`src/week_timer_map.vh`:
```
`ifndef WEEK_TIMER_MAP_VH
`define WEEK_TIMER_MAP_VH

// counter and select widths
`define WT_WEEK_W        28
`define WT_SUB_W         9
`define WT_DIV_W         15
`define WT_SEL_W         4
`define WT_TICK_W        3

// divider wraps to zero after this value
`define WT_DIV_LAST      15'h7FFF
`define WT_DIV_RESET     15'h0000

// reset values
`define WT_WEEK_RESET    28'h000_0000
`define WT_CMP_RESET     28'hFFF_FFFF
`define WT_SUB_RESET     9'h000

// sub-week tick source codes
`define WT_TICK_OFF      3'h0
`define WT_TICK_SUBSEC   3'h1
`define WT_TICK_SECOND   3'h2
`define WT_TICK_RSVD     3'h3
`define WT_TICK_WEEK3    3'h4
`define WT_TICK_WEEK5    3'h5
`define WT_TICK_WEEK7    3'h6
`define WT_TICK_WEEK9    3'h7

// fraction rate code that turns the fractional tick off
`define WT_SEL_OFF       4'h0

`endif

```
`src/battery_week_alarm_timer.v`:
```
`timescale 1ns/10ps
`include "week_timer_map.vh"

module battery_week_alarm_timer #(
	parameter WEEK_W = `WT_WEEK_W,
	parameter SUB_W  = `WT_SUB_W,
	parameter DIV_W  = `WT_DIV_W
) (
	input  wire              sys_clk_i,
	input  wire              rst_i,
	input  wire              ce_i,
	input  wire              block_enable_i,
	input  wire              standby_rail_reset_n_i,
	input  wire              ec_host_i,
	input  wire              week_cnt_wr_i,
	input  wire [WEEK_W-1:0] week_cnt_data_i,
	input  wire              week_cmp_wr_i,
	input  wire [WEEK_W-1:0] week_cmp_data_i,
	input  wire              sub_cnt_wr_i,
	input  wire [SUB_W-1:0]  sub_cnt_data_i,
	input  wire [2:0]        sub_tick_sel_i,
	input  wire              sub_repeat_i,
	input  wire [3:0]        fraction_rate_select_i,
	input  wire              wake_output_enable_i,
	input  wire              supply_gate_enable_i,
	input  wire              supply_present_pin_i,
	output wire              week_alarm_irq_o,
	output wire              sub_week_alarm_irq_o,
	output wire              one_second_irq_o,
	output wire              sub_second_irq_o,
	output wire              system_supply_present_wake_o,
	output wire              wake_event_o,
	output wire [WEEK_W-1:0] week_cnt_o,
	output wire [SUB_W-1:0]  sub_cnt_o
);

	// state registers
	// every flop here sits on the battery rail; the standby reset clears
	// none of them, so time keeps running across standby outages
	// only rst_i, the battery power-on reset, returns them to reset values
	reg [DIV_W-1:0]  div_ff;
	reg [WEEK_W-1:0] week_ff;
	reg [WEEK_W-1:0] cmp_ff;
	reg [SUB_W-1:0]  sub_ff;
	reg [SUB_W-1:0]  sub_reload_ff;
	reg              match_ff;
	reg              week_irq_ff;
	reg              sub_irq_ff;
	reg              sec_irq_ff;
	reg              frac_irq_ff;
	reg              pres_wake_ff;
	reg              wake_ff;
	reg              stby_meta_ff;
	reg              stby_ff;
	reg              pres_meta_ff;
	reg              pres_ff;

	// next values
	reg [DIV_W-1:0]  nxt_div;
	reg [WEEK_W-1:0] nxt_week;
	reg [WEEK_W-1:0] nxt_cmp;
	reg [SUB_W-1:0]  nxt_sub;
	reg [SUB_W-1:0]  nxt_sub_reload;
	reg              nxt_match;
	reg              nxt_week_irq;
	reg              nxt_sub_irq;
	reg              nxt_sec_irq;
	reg              nxt_frac_irq;
	reg              nxt_pres_wake;
	reg              nxt_wake;

	// decoded events of the current cycle
	wire             run;
	wire             wr_ok;
	wire             sec_tick;
	wire             frac_tick;
	reg              sub_tick;
	wire             match_now;
	reg              week_evt;
	reg              sub_evt;
	wire             wake_inhibit;

	// low bits all ones: next increment carries past this width
	// a week-bit tick source fires when the second tick carries into bit k,
	// which is exactly when bits k-1 down to 0 are all ones
	// limitation: rewriting the week counter while such a source is chosen
	// can add or drop a sub-week tick, so stop the countdown first
	function all_ones_low;
		input [WEEK_W-1:0] val;
		input [4:0]        width;
		reg   [WEEK_W-1:0] mask;
		begin
			mask = ~({WEEK_W{1'b1}} << width);
			all_ones_low = ((val & mask) == mask);
		end
	endfunction

	// code n ticks at 2^n Hz: low (15-n) divider bits all ones
	// code 15 leaves an empty mask, so it hits on every clock
	// trade-off: this mapping stops at 2 Hz; a 0.5 Hz rate is not reachable
	// pulses line up with the divider, so they stay evenly spaced
	function frac_hit;
		input [DIV_W-1:0] div;
		input [3:0]       sel;
		reg   [DIV_W-1:0] mask;
		begin
			mask = `WT_DIV_LAST >> sel;
			frac_hit = (sel != `WT_SEL_OFF) && ((div & mask) == mask);
		end
	endfunction

	// pin-side levels cross two flip-flops before use
	// only the second flop of each pair is read by any logic
	// the pairs clear to zero, so writes stay refused for two edges after
	// power-on reset; cheaper than a separate reset value per rail
	always @(posedge sys_clk_i) begin
		if (rst_i) begin
			stby_meta_ff <= 1'b0;
			stby_ff      <= 1'b0;
			pres_meta_ff <= 1'b0;
			pres_ff      <= 1'b0;
		end else if (ce_i) begin
			stby_meta_ff <= standby_rail_reset_n_i;
			stby_ff      <= stby_meta_ff;
			pres_meta_ff <= supply_present_pin_i;
			pres_ff      <= pres_meta_ff;
		end
	end

	// no sleep input exists; only the enable and ce_i stop counting
	// the host select comes from logic on this clock, so it needs no sync
	assign run   = block_enable_i;
	// standby reset gates writes only, counting goes on
	assign wr_ok = stby_ff & ec_host_i;

	// one-hertz tick on the divider wrap
	assign sec_tick  = run && (div_ff == `WT_DIV_LAST);
	assign frac_tick = run && frac_hit(div_ff, fraction_rate_select_i);
	assign match_now = (week_ff >= cmp_ff);

	// an open supply-present gate stops a wake that would drain the battery
	// an inhibited wake is not remembered: the alarm pulse still goes out,
	// but the wake latch stays clear until the next alarm event
	assign wake_inhibit = !wake_output_enable_i ||
		(supply_gate_enable_i && !pres_ff);

	// sub-week tick source mux
	// codes 0 and 3 select no source, which parks the countdown
	// every source is gated by run, so a disabled block never ticks
	always @* begin
		case (sub_tick_sel_i)
		`WT_TICK_SUBSEC: sub_tick = frac_tick;
		`WT_TICK_SECOND: sub_tick = sec_tick;
		`WT_TICK_WEEK3:  sub_tick = sec_tick && all_ones_low(week_ff, 5'd3);
		`WT_TICK_WEEK5:  sub_tick = sec_tick && all_ones_low(week_ff, 5'd5);
		`WT_TICK_WEEK7:  sub_tick = sec_tick && all_ones_low(week_ff, 5'd7);
		`WT_TICK_WEEK9:  sub_tick = sec_tick && all_ones_low(week_ff, 5'd9);
		default:         sub_tick = 1'b0;
		endcase
	end

	// counters, compare and alarm detection
	// the divider free-runs while enabled and wraps on its own width
	// the week alarm is the entry into the at-or-above level, so a compare
	// rewritten below the count fires once more; that is intended
	// a zero sub count never steps, so an idle countdown cannot underflow
	always @* begin
		nxt_div        = div_ff;
		nxt_week       = week_ff;
		nxt_cmp        = cmp_ff;
		nxt_sub        = sub_ff;
		nxt_sub_reload = sub_reload_ff;
		nxt_match      = match_ff;
		week_evt       = 1'b0;
		sub_evt        = 1'b0;
		if (run) begin
			nxt_div = div_ff + {{(DIV_W-1){1'b0}}, 1'b1};
			if (sec_tick) begin
				nxt_week = week_ff + {{(WEEK_W-1){1'b0}}, 1'b1};
			end
			// only the entry into match counts, so one pulse per crossing
			nxt_match = match_now;
			week_evt  = match_now && !match_ff;
			if (sub_tick && (sub_ff != {SUB_W{1'b0}})) begin
				nxt_sub = sub_ff - {{(SUB_W-1){1'b0}}, 1'b1};
				if (sub_ff == {{(SUB_W-1){1'b0}}, 1'b1}) begin
					sub_evt = 1'b1;
					if (sub_repeat_i) begin
						nxt_sub = sub_reload_ff;
					end
				end
			end
		end
		// firmware writes take precedence over counting
		// hazard: a week count write in the cycle of a second tick drops that increment
		if (wr_ok && week_cnt_wr_i) begin
			nxt_week = week_cnt_data_i;
		end
		if (wr_ok && week_cmp_wr_i) begin
			nxt_cmp = week_cmp_data_i;
		end
		// writing zero stops the countdown
		if (wr_ok && sub_cnt_wr_i) begin
			nxt_sub        = sub_cnt_data_i;
			nxt_sub_reload = sub_cnt_data_i;
		end
	end

	// interrupt pulses and wake latch
	// each pulse is the event of the cycle before, one clock per event, so
	// events on consecutive cycles, like the code 15 fractional tick, merge into one long level
	// masking is left to the aggregator; nothing here can hold a pulse off
	always @* begin
		nxt_week_irq  = week_evt;
		nxt_sub_irq   = sub_evt;
		nxt_sec_irq   = sec_tick;
		nxt_frac_irq  = frac_tick;
		nxt_pres_wake = week_evt || sub_evt;
		nxt_wake      = wake_ff;
		// the set wins, and it cannot occur while the enable is low
		if ((week_evt || sub_evt) && !wake_inhibit) begin
			nxt_wake = 1'b1;
		end else if (!wake_output_enable_i) begin
			nxt_wake = 1'b0;
		end
	end

	// battery-rail state; ce low freezes everything
	// reset is synchronous and overrides ce, unlike every other update
	// the compare resets to all ones so no alarm follows power-on
	always @(posedge sys_clk_i) begin
		if (rst_i) begin
			div_ff        <= `WT_DIV_RESET;
			week_ff       <= `WT_WEEK_RESET;
			cmp_ff        <= `WT_CMP_RESET;
			sub_ff        <= `WT_SUB_RESET;
			sub_reload_ff <= `WT_SUB_RESET;
			match_ff      <= 1'b0;
			week_irq_ff   <= 1'b0;
			sub_irq_ff    <= 1'b0;
			sec_irq_ff    <= 1'b0;
			frac_irq_ff   <= 1'b0;
			pres_wake_ff  <= 1'b0;
			wake_ff       <= 1'b0;
		end else if (ce_i) begin
			div_ff        <= nxt_div;
			week_ff       <= nxt_week;
			cmp_ff        <= nxt_cmp;
			sub_ff        <= nxt_sub;
			sub_reload_ff <= nxt_sub_reload;
			match_ff      <= nxt_match;
			week_irq_ff   <= nxt_week_irq;
			sub_irq_ff    <= nxt_sub_irq;
			sec_irq_ff    <= nxt_sec_irq;
			frac_irq_ff   <= nxt_frac_irq;
			pres_wake_ff  <= nxt_pres_wake;
			wake_ff       <= nxt_wake;
		end
	end

	// outputs straight from flip-flops
	// no logic sits between the flops and the pins, so the aggregator and
	// the battery control interface see glitch-free levels
	assign week_alarm_irq_o             = week_irq_ff;
	assign sub_week_alarm_irq_o         = sub_irq_ff;
	assign one_second_irq_o             = sec_irq_ff;
	assign sub_second_irq_o             = frac_irq_ff;
	assign system_supply_present_wake_o = pres_wake_ff;
	assign wake_event_o                 = wake_ff;
	assign week_cnt_o                   = week_ff;
	assign sub_cnt_o                    = sub_ff;

endmodule // battery_week_alarm_timer

```
`config.mk`:
```
export PLATFORM = sky130hd
export DESIGN_NAME = battery_week_alarm_timer
export DESIGN_NICKNAME = d
export VERILOG_FILES = /design/src/battery_week_alarm_timer.v
export VERILOG_INCLUDE_DIRS = /design/src /design/src/src
export SDC_FILE = /design/constraint.sdc
export NUM_CORES = 1
export LEC_CHECK = 0
export BUFFER_PORTS_ARGS = -buffer_cell sky130_fd_sc_hd__clkbuf_2
export CAP_MARGIN = 20
export CORE_ASPECT_RATIO = 1.2
export CORE_MARGIN = 5
export CORE_UTILIZATION = 50
export DETAILED_ROUTE_END_ITERATION = 6
export GPL_TIMING_DRIVEN = 1
export PLACE_DENSITY = 0.77
export SLEW_MARGIN = 20
export SYNTH_ARGS = -nofsm -noshare
export SYNTH_HDL_FRONTEND = slang
export SYNTH_SLANG_ARGS = --single-unit
```
`constraint.sdc`:
```
create_clock -name sys_clk_i -period 2.9 [get_ports sys_clk_i]
set_clock_uncertainty 0.1 [all_clocks]
set_input_delay 0.29 -clock sys_clk_i [delete_from_list [all_inputs] [get_ports sys_clk_i]]
set_output_delay 0.29 -clock sys_clk_i [all_outputs]
set_load 0.02 [all_outputs]
```
==> impl_metrics.tcl <==
set metrics [dict create \
    setup_viol 0 \
    nNetsFinal 970 \
    hold_class "input pin to flop" \
    vias 5911 \
    ios 128 \
    numCtsBuffers 9 \
    synthToLayoutAreaGrowth_pct 20.76 \
    period_minus_slack_ns 2.745 \
    p_leak_nw 3.162 \
    ys_seq_elements 100 \
    reg2reg_slack_ns 0.16 \
    synth.area.top_cells "dfxtp_1 (35%), nand2_1 (7.7%), ha_1 (7.6%), o211ai_1 (4.5%), nor2_1 (4.3%)" \
    fmax_mhz 364.3 \
    synthCells 723 \
    r2r_cells 12 \
    reg2reg_to "sub_cnt_o[6]$_SDFFE_PP0P_" \
    grt_antenna_before_repair 0 \
    drt-total-wl_um 16560 \
    cts_tree "done" \
    synthDominantCellAreaShare 0.3493 \
    grt_usage 0.2413 \
    p_sw_frac 0.2248 \
    root_buffer "clkbuf_16" \
    wire_per_inst_um 16.43 \
    overflow 0 \
    power.share.clock 0.439 \
    dr.first_iter.drc_count 483 \
    ant_nets 0 \
    yosysTopAreaCell "dfxtp_1" \
    hpwl_um 12590 \
    die-area_um2 13710 \
    synthesis.area_um2 5732 \
    diodes 0 \
    relSlewSlack 0.4550 \
    synth_common_cells "nand2_1 (117), dfxtp_1 (100), nor2_1 (66)" \
    seq_power_share 0.489 \
    fin_tns_setup_ns 0 \
    fp.dieH_um 127.3 \
    core_area_um2 11140 \
    async_reset_ff_frac 0 \
    viasPerCell 5.864 \
    clock-sinks 100 \
    globalplace.congestion 0.9231 \
    ir_drop_uv 243.7 \
    drive_gt1_frac 0.2272 \
    min_path_cells 3 \
    holdWs_ns 0.06358 \
    htreeDepth 3 \
    r2r-start "week_cnt_o[0]$_SDFFE_PP0P_" \
    crit_required_ns 3.04 \
    path_clk_slew_ns 0.07 \
    maxCapViolCount 0 \
    power.internal_mw 2.211 \
    synth_fp_nets 843 \
    synth.most_common_cell "nand2_1" \
    critPathKind "flop to flop" \
    die_w_um 107.7 \
    drt-pass1-iter-count 7 \
    comb_power_share 0.072 \
    hold_viol_final 0 \
    power_density_nw_per_um2 412.1 \
    yosysUniqueCellTypes 68 \
    synth_edf_count 0 \
    clk_latency_ns 0.35 \
    syn_avg_cell_area_um2 7.928 \
    grt_pass1_wl_um 26990 \
    critical_path.max_fanout 9 \
    report.final.slew_viol_count 0 \
    power.switching_mw 0.6412 \
    start_util 0.5145 \
    cp-start-kind "flop" \
    drc 0 \
    status "complete, no violations" \
    synth-seq-area-share 0.3493 \
    port_buffers 127 \
    ys_warn_count 0 \
    grt_pass1_vias 5705 \
    totalPowerFinal_mw 2.852 \
    grt_max_degree 47 \
    cts.path.max_buffers 2 \
    hold_start "week_cmp_data_i[5]" \
    fin_crit_sh 0.9464 \
    cp-end-kind "flop" \
    ys.flop_type "dfxtp_1" \
    rsz0062_at_grt "false" \
    cp.arrival_ns 2.88 \
    postCtsHoldBufs 0 \
    num_rows 42 \
    worst_pin_slew_ns 0.8120 \
    whs_endpoint "cmp_ff[5]$_SDFFE_PP1P_" \
]
## worst max-delay path, cell delays in order (launching register included)
cell	delay [ns]
dfxtp_1	0.34
ha_1	0.23
and3_1	0.22
and4_1	0.22
nand2_1	0.09
inv_1	0.05
ha_1	0.17
a221o_1	0.34
a21oi_2	0.16
nor2_1	0.09
a21oi_4	0.15
buf_12	0.14
mux2_2	0.33
## through the flow
step | cells | util | setup slack, ns | cell area (um^2)
final | 1008 | 0.6213 | 0.1554 | 6922
after global routing | 1008 | 0.6213 | 0.002622 | 6922
after CTS | 1007 | 0.6192 | 0.03457 | 6898
after detailed placement | 992 | 0.5919 | 0.09389 | 6594
after global placement | 992 | 0.5919 | 0.1489 | 6594
after floorplan | 723 | - | 0.04069 | 5732
## cell usage in the layout (no fill, tap or decap), drive strengths merged, types with 2 or more instances in the layout
cell	count
clkbuf	141
nand2	117
dfxtp	100
nor2	67
a21oi	49
inv	42
ha	35
o211ai	34
buf	26
nand3	24
o21ai	21
nand4	18
nor3	18
nor4	16
and3	12
xnor2	11
a211oi	10
and4	10
mux2	9
xor2	8
a311oi	7
a31oi	7
mux2i	7
o22ai	6
and2b	5
a221oi	4
a211o	4
a22oi	3
o31ai	3
a21o	3
or4	3
o21a	2
nor3b	2
or2	2
o211a	2
maj3	2
nor2b	2
and2	2
o32ai	2
or3b	2
## worst max-delay path by stage
stage | from | to | slack (ns) | depth (start not counted)
floorplan | week_cnt_o[0]$_SDFFE_PP0P_ | sub_cnt_o[0]$_SDFFE_PP0P_ | 0.04 | 11
global placement | week_cnt_o[0]$_SDFFE_PP0P_ | sub_cnt_o[8]$_SDFFE_PP0P_ | 0.15 | 11
detailed placement | week_cnt_o[0]$_SDFFE_PP0P_ | sub_cnt_o[6]$_SDFFE_PP0P_ | 0.09 | 11
CTS | week_cnt_o[0]$_SDFFE_PP0P_ | sub_cnt_o[6]$_SDFFE_PP0P_ | 0.03 | 11
global route | week_cnt_o[0]$_SDFFE_PP0P_ | sub_cnt_o[4]$_SDFFE_PP0P_ | 0.003 | 12
finish | week_cnt_o[0]$_SDFFE_PP0P_ | sub_cnt_o[6]$_SDFFE_PP0P_ | 0.16 | 12
## registers in the layout, indices dropped and copies added (netlist names), 9 cells and up
register       flops
cmp_ff            28
week_cnt_o        28
div_ff            15
sub_cnt_o          9
sub_reload_ff      9
## final cells by class
type,instances,area [um^2]
clock buffer,14,274.0
clock inverter,1,30.03
fill,1024,4219
inverter,42,157.7
multi-input combinational,544,3410
sequential,100,2002
tap,154,192.7
timing repair buffer,153,855.8
## power groups by stage
stage          sequential (mW)  combinational [mW]  clock [mW]
2_1_floorplan             1.43              0.0999           0
3_3_place_gp              1.43               0.195           0
3_5_place_dp              1.43               0.200           0
4_1_cts                   1.39               0.202        1.27
5_1_grt                   1.40               0.225        1.32
6_report                  1.39               0.204        1.25
## cells by family after synthesis
kind of cell / after synthesis / share of synthesized area
compound gates: 169 / 0.2024
xor+xnor: 19 / 0.02903
fa+ha+maj: 37 / 0.07990
buf+inv: 79 / 0.05676
flops: 100 / 0.3493
mux: 16 / 0.02991
simple gates: 303 / 0.2528
## metal layers
layer	GRT usage	routed length (um)
met5	0	0
met4	0.09733	365
met3	0.04289	1387
met2	0.4070	8038
met1	0.3038	6770
## repair_timing
| item | CTS | global route |
|---|---|---|
| resized for setup | 0 | 1 |
| setup buffers | 0 | 1 |
| setup endpoints to repair | 0 | 9 |
No activity file was read; power rests on OpenSTA's default activity.
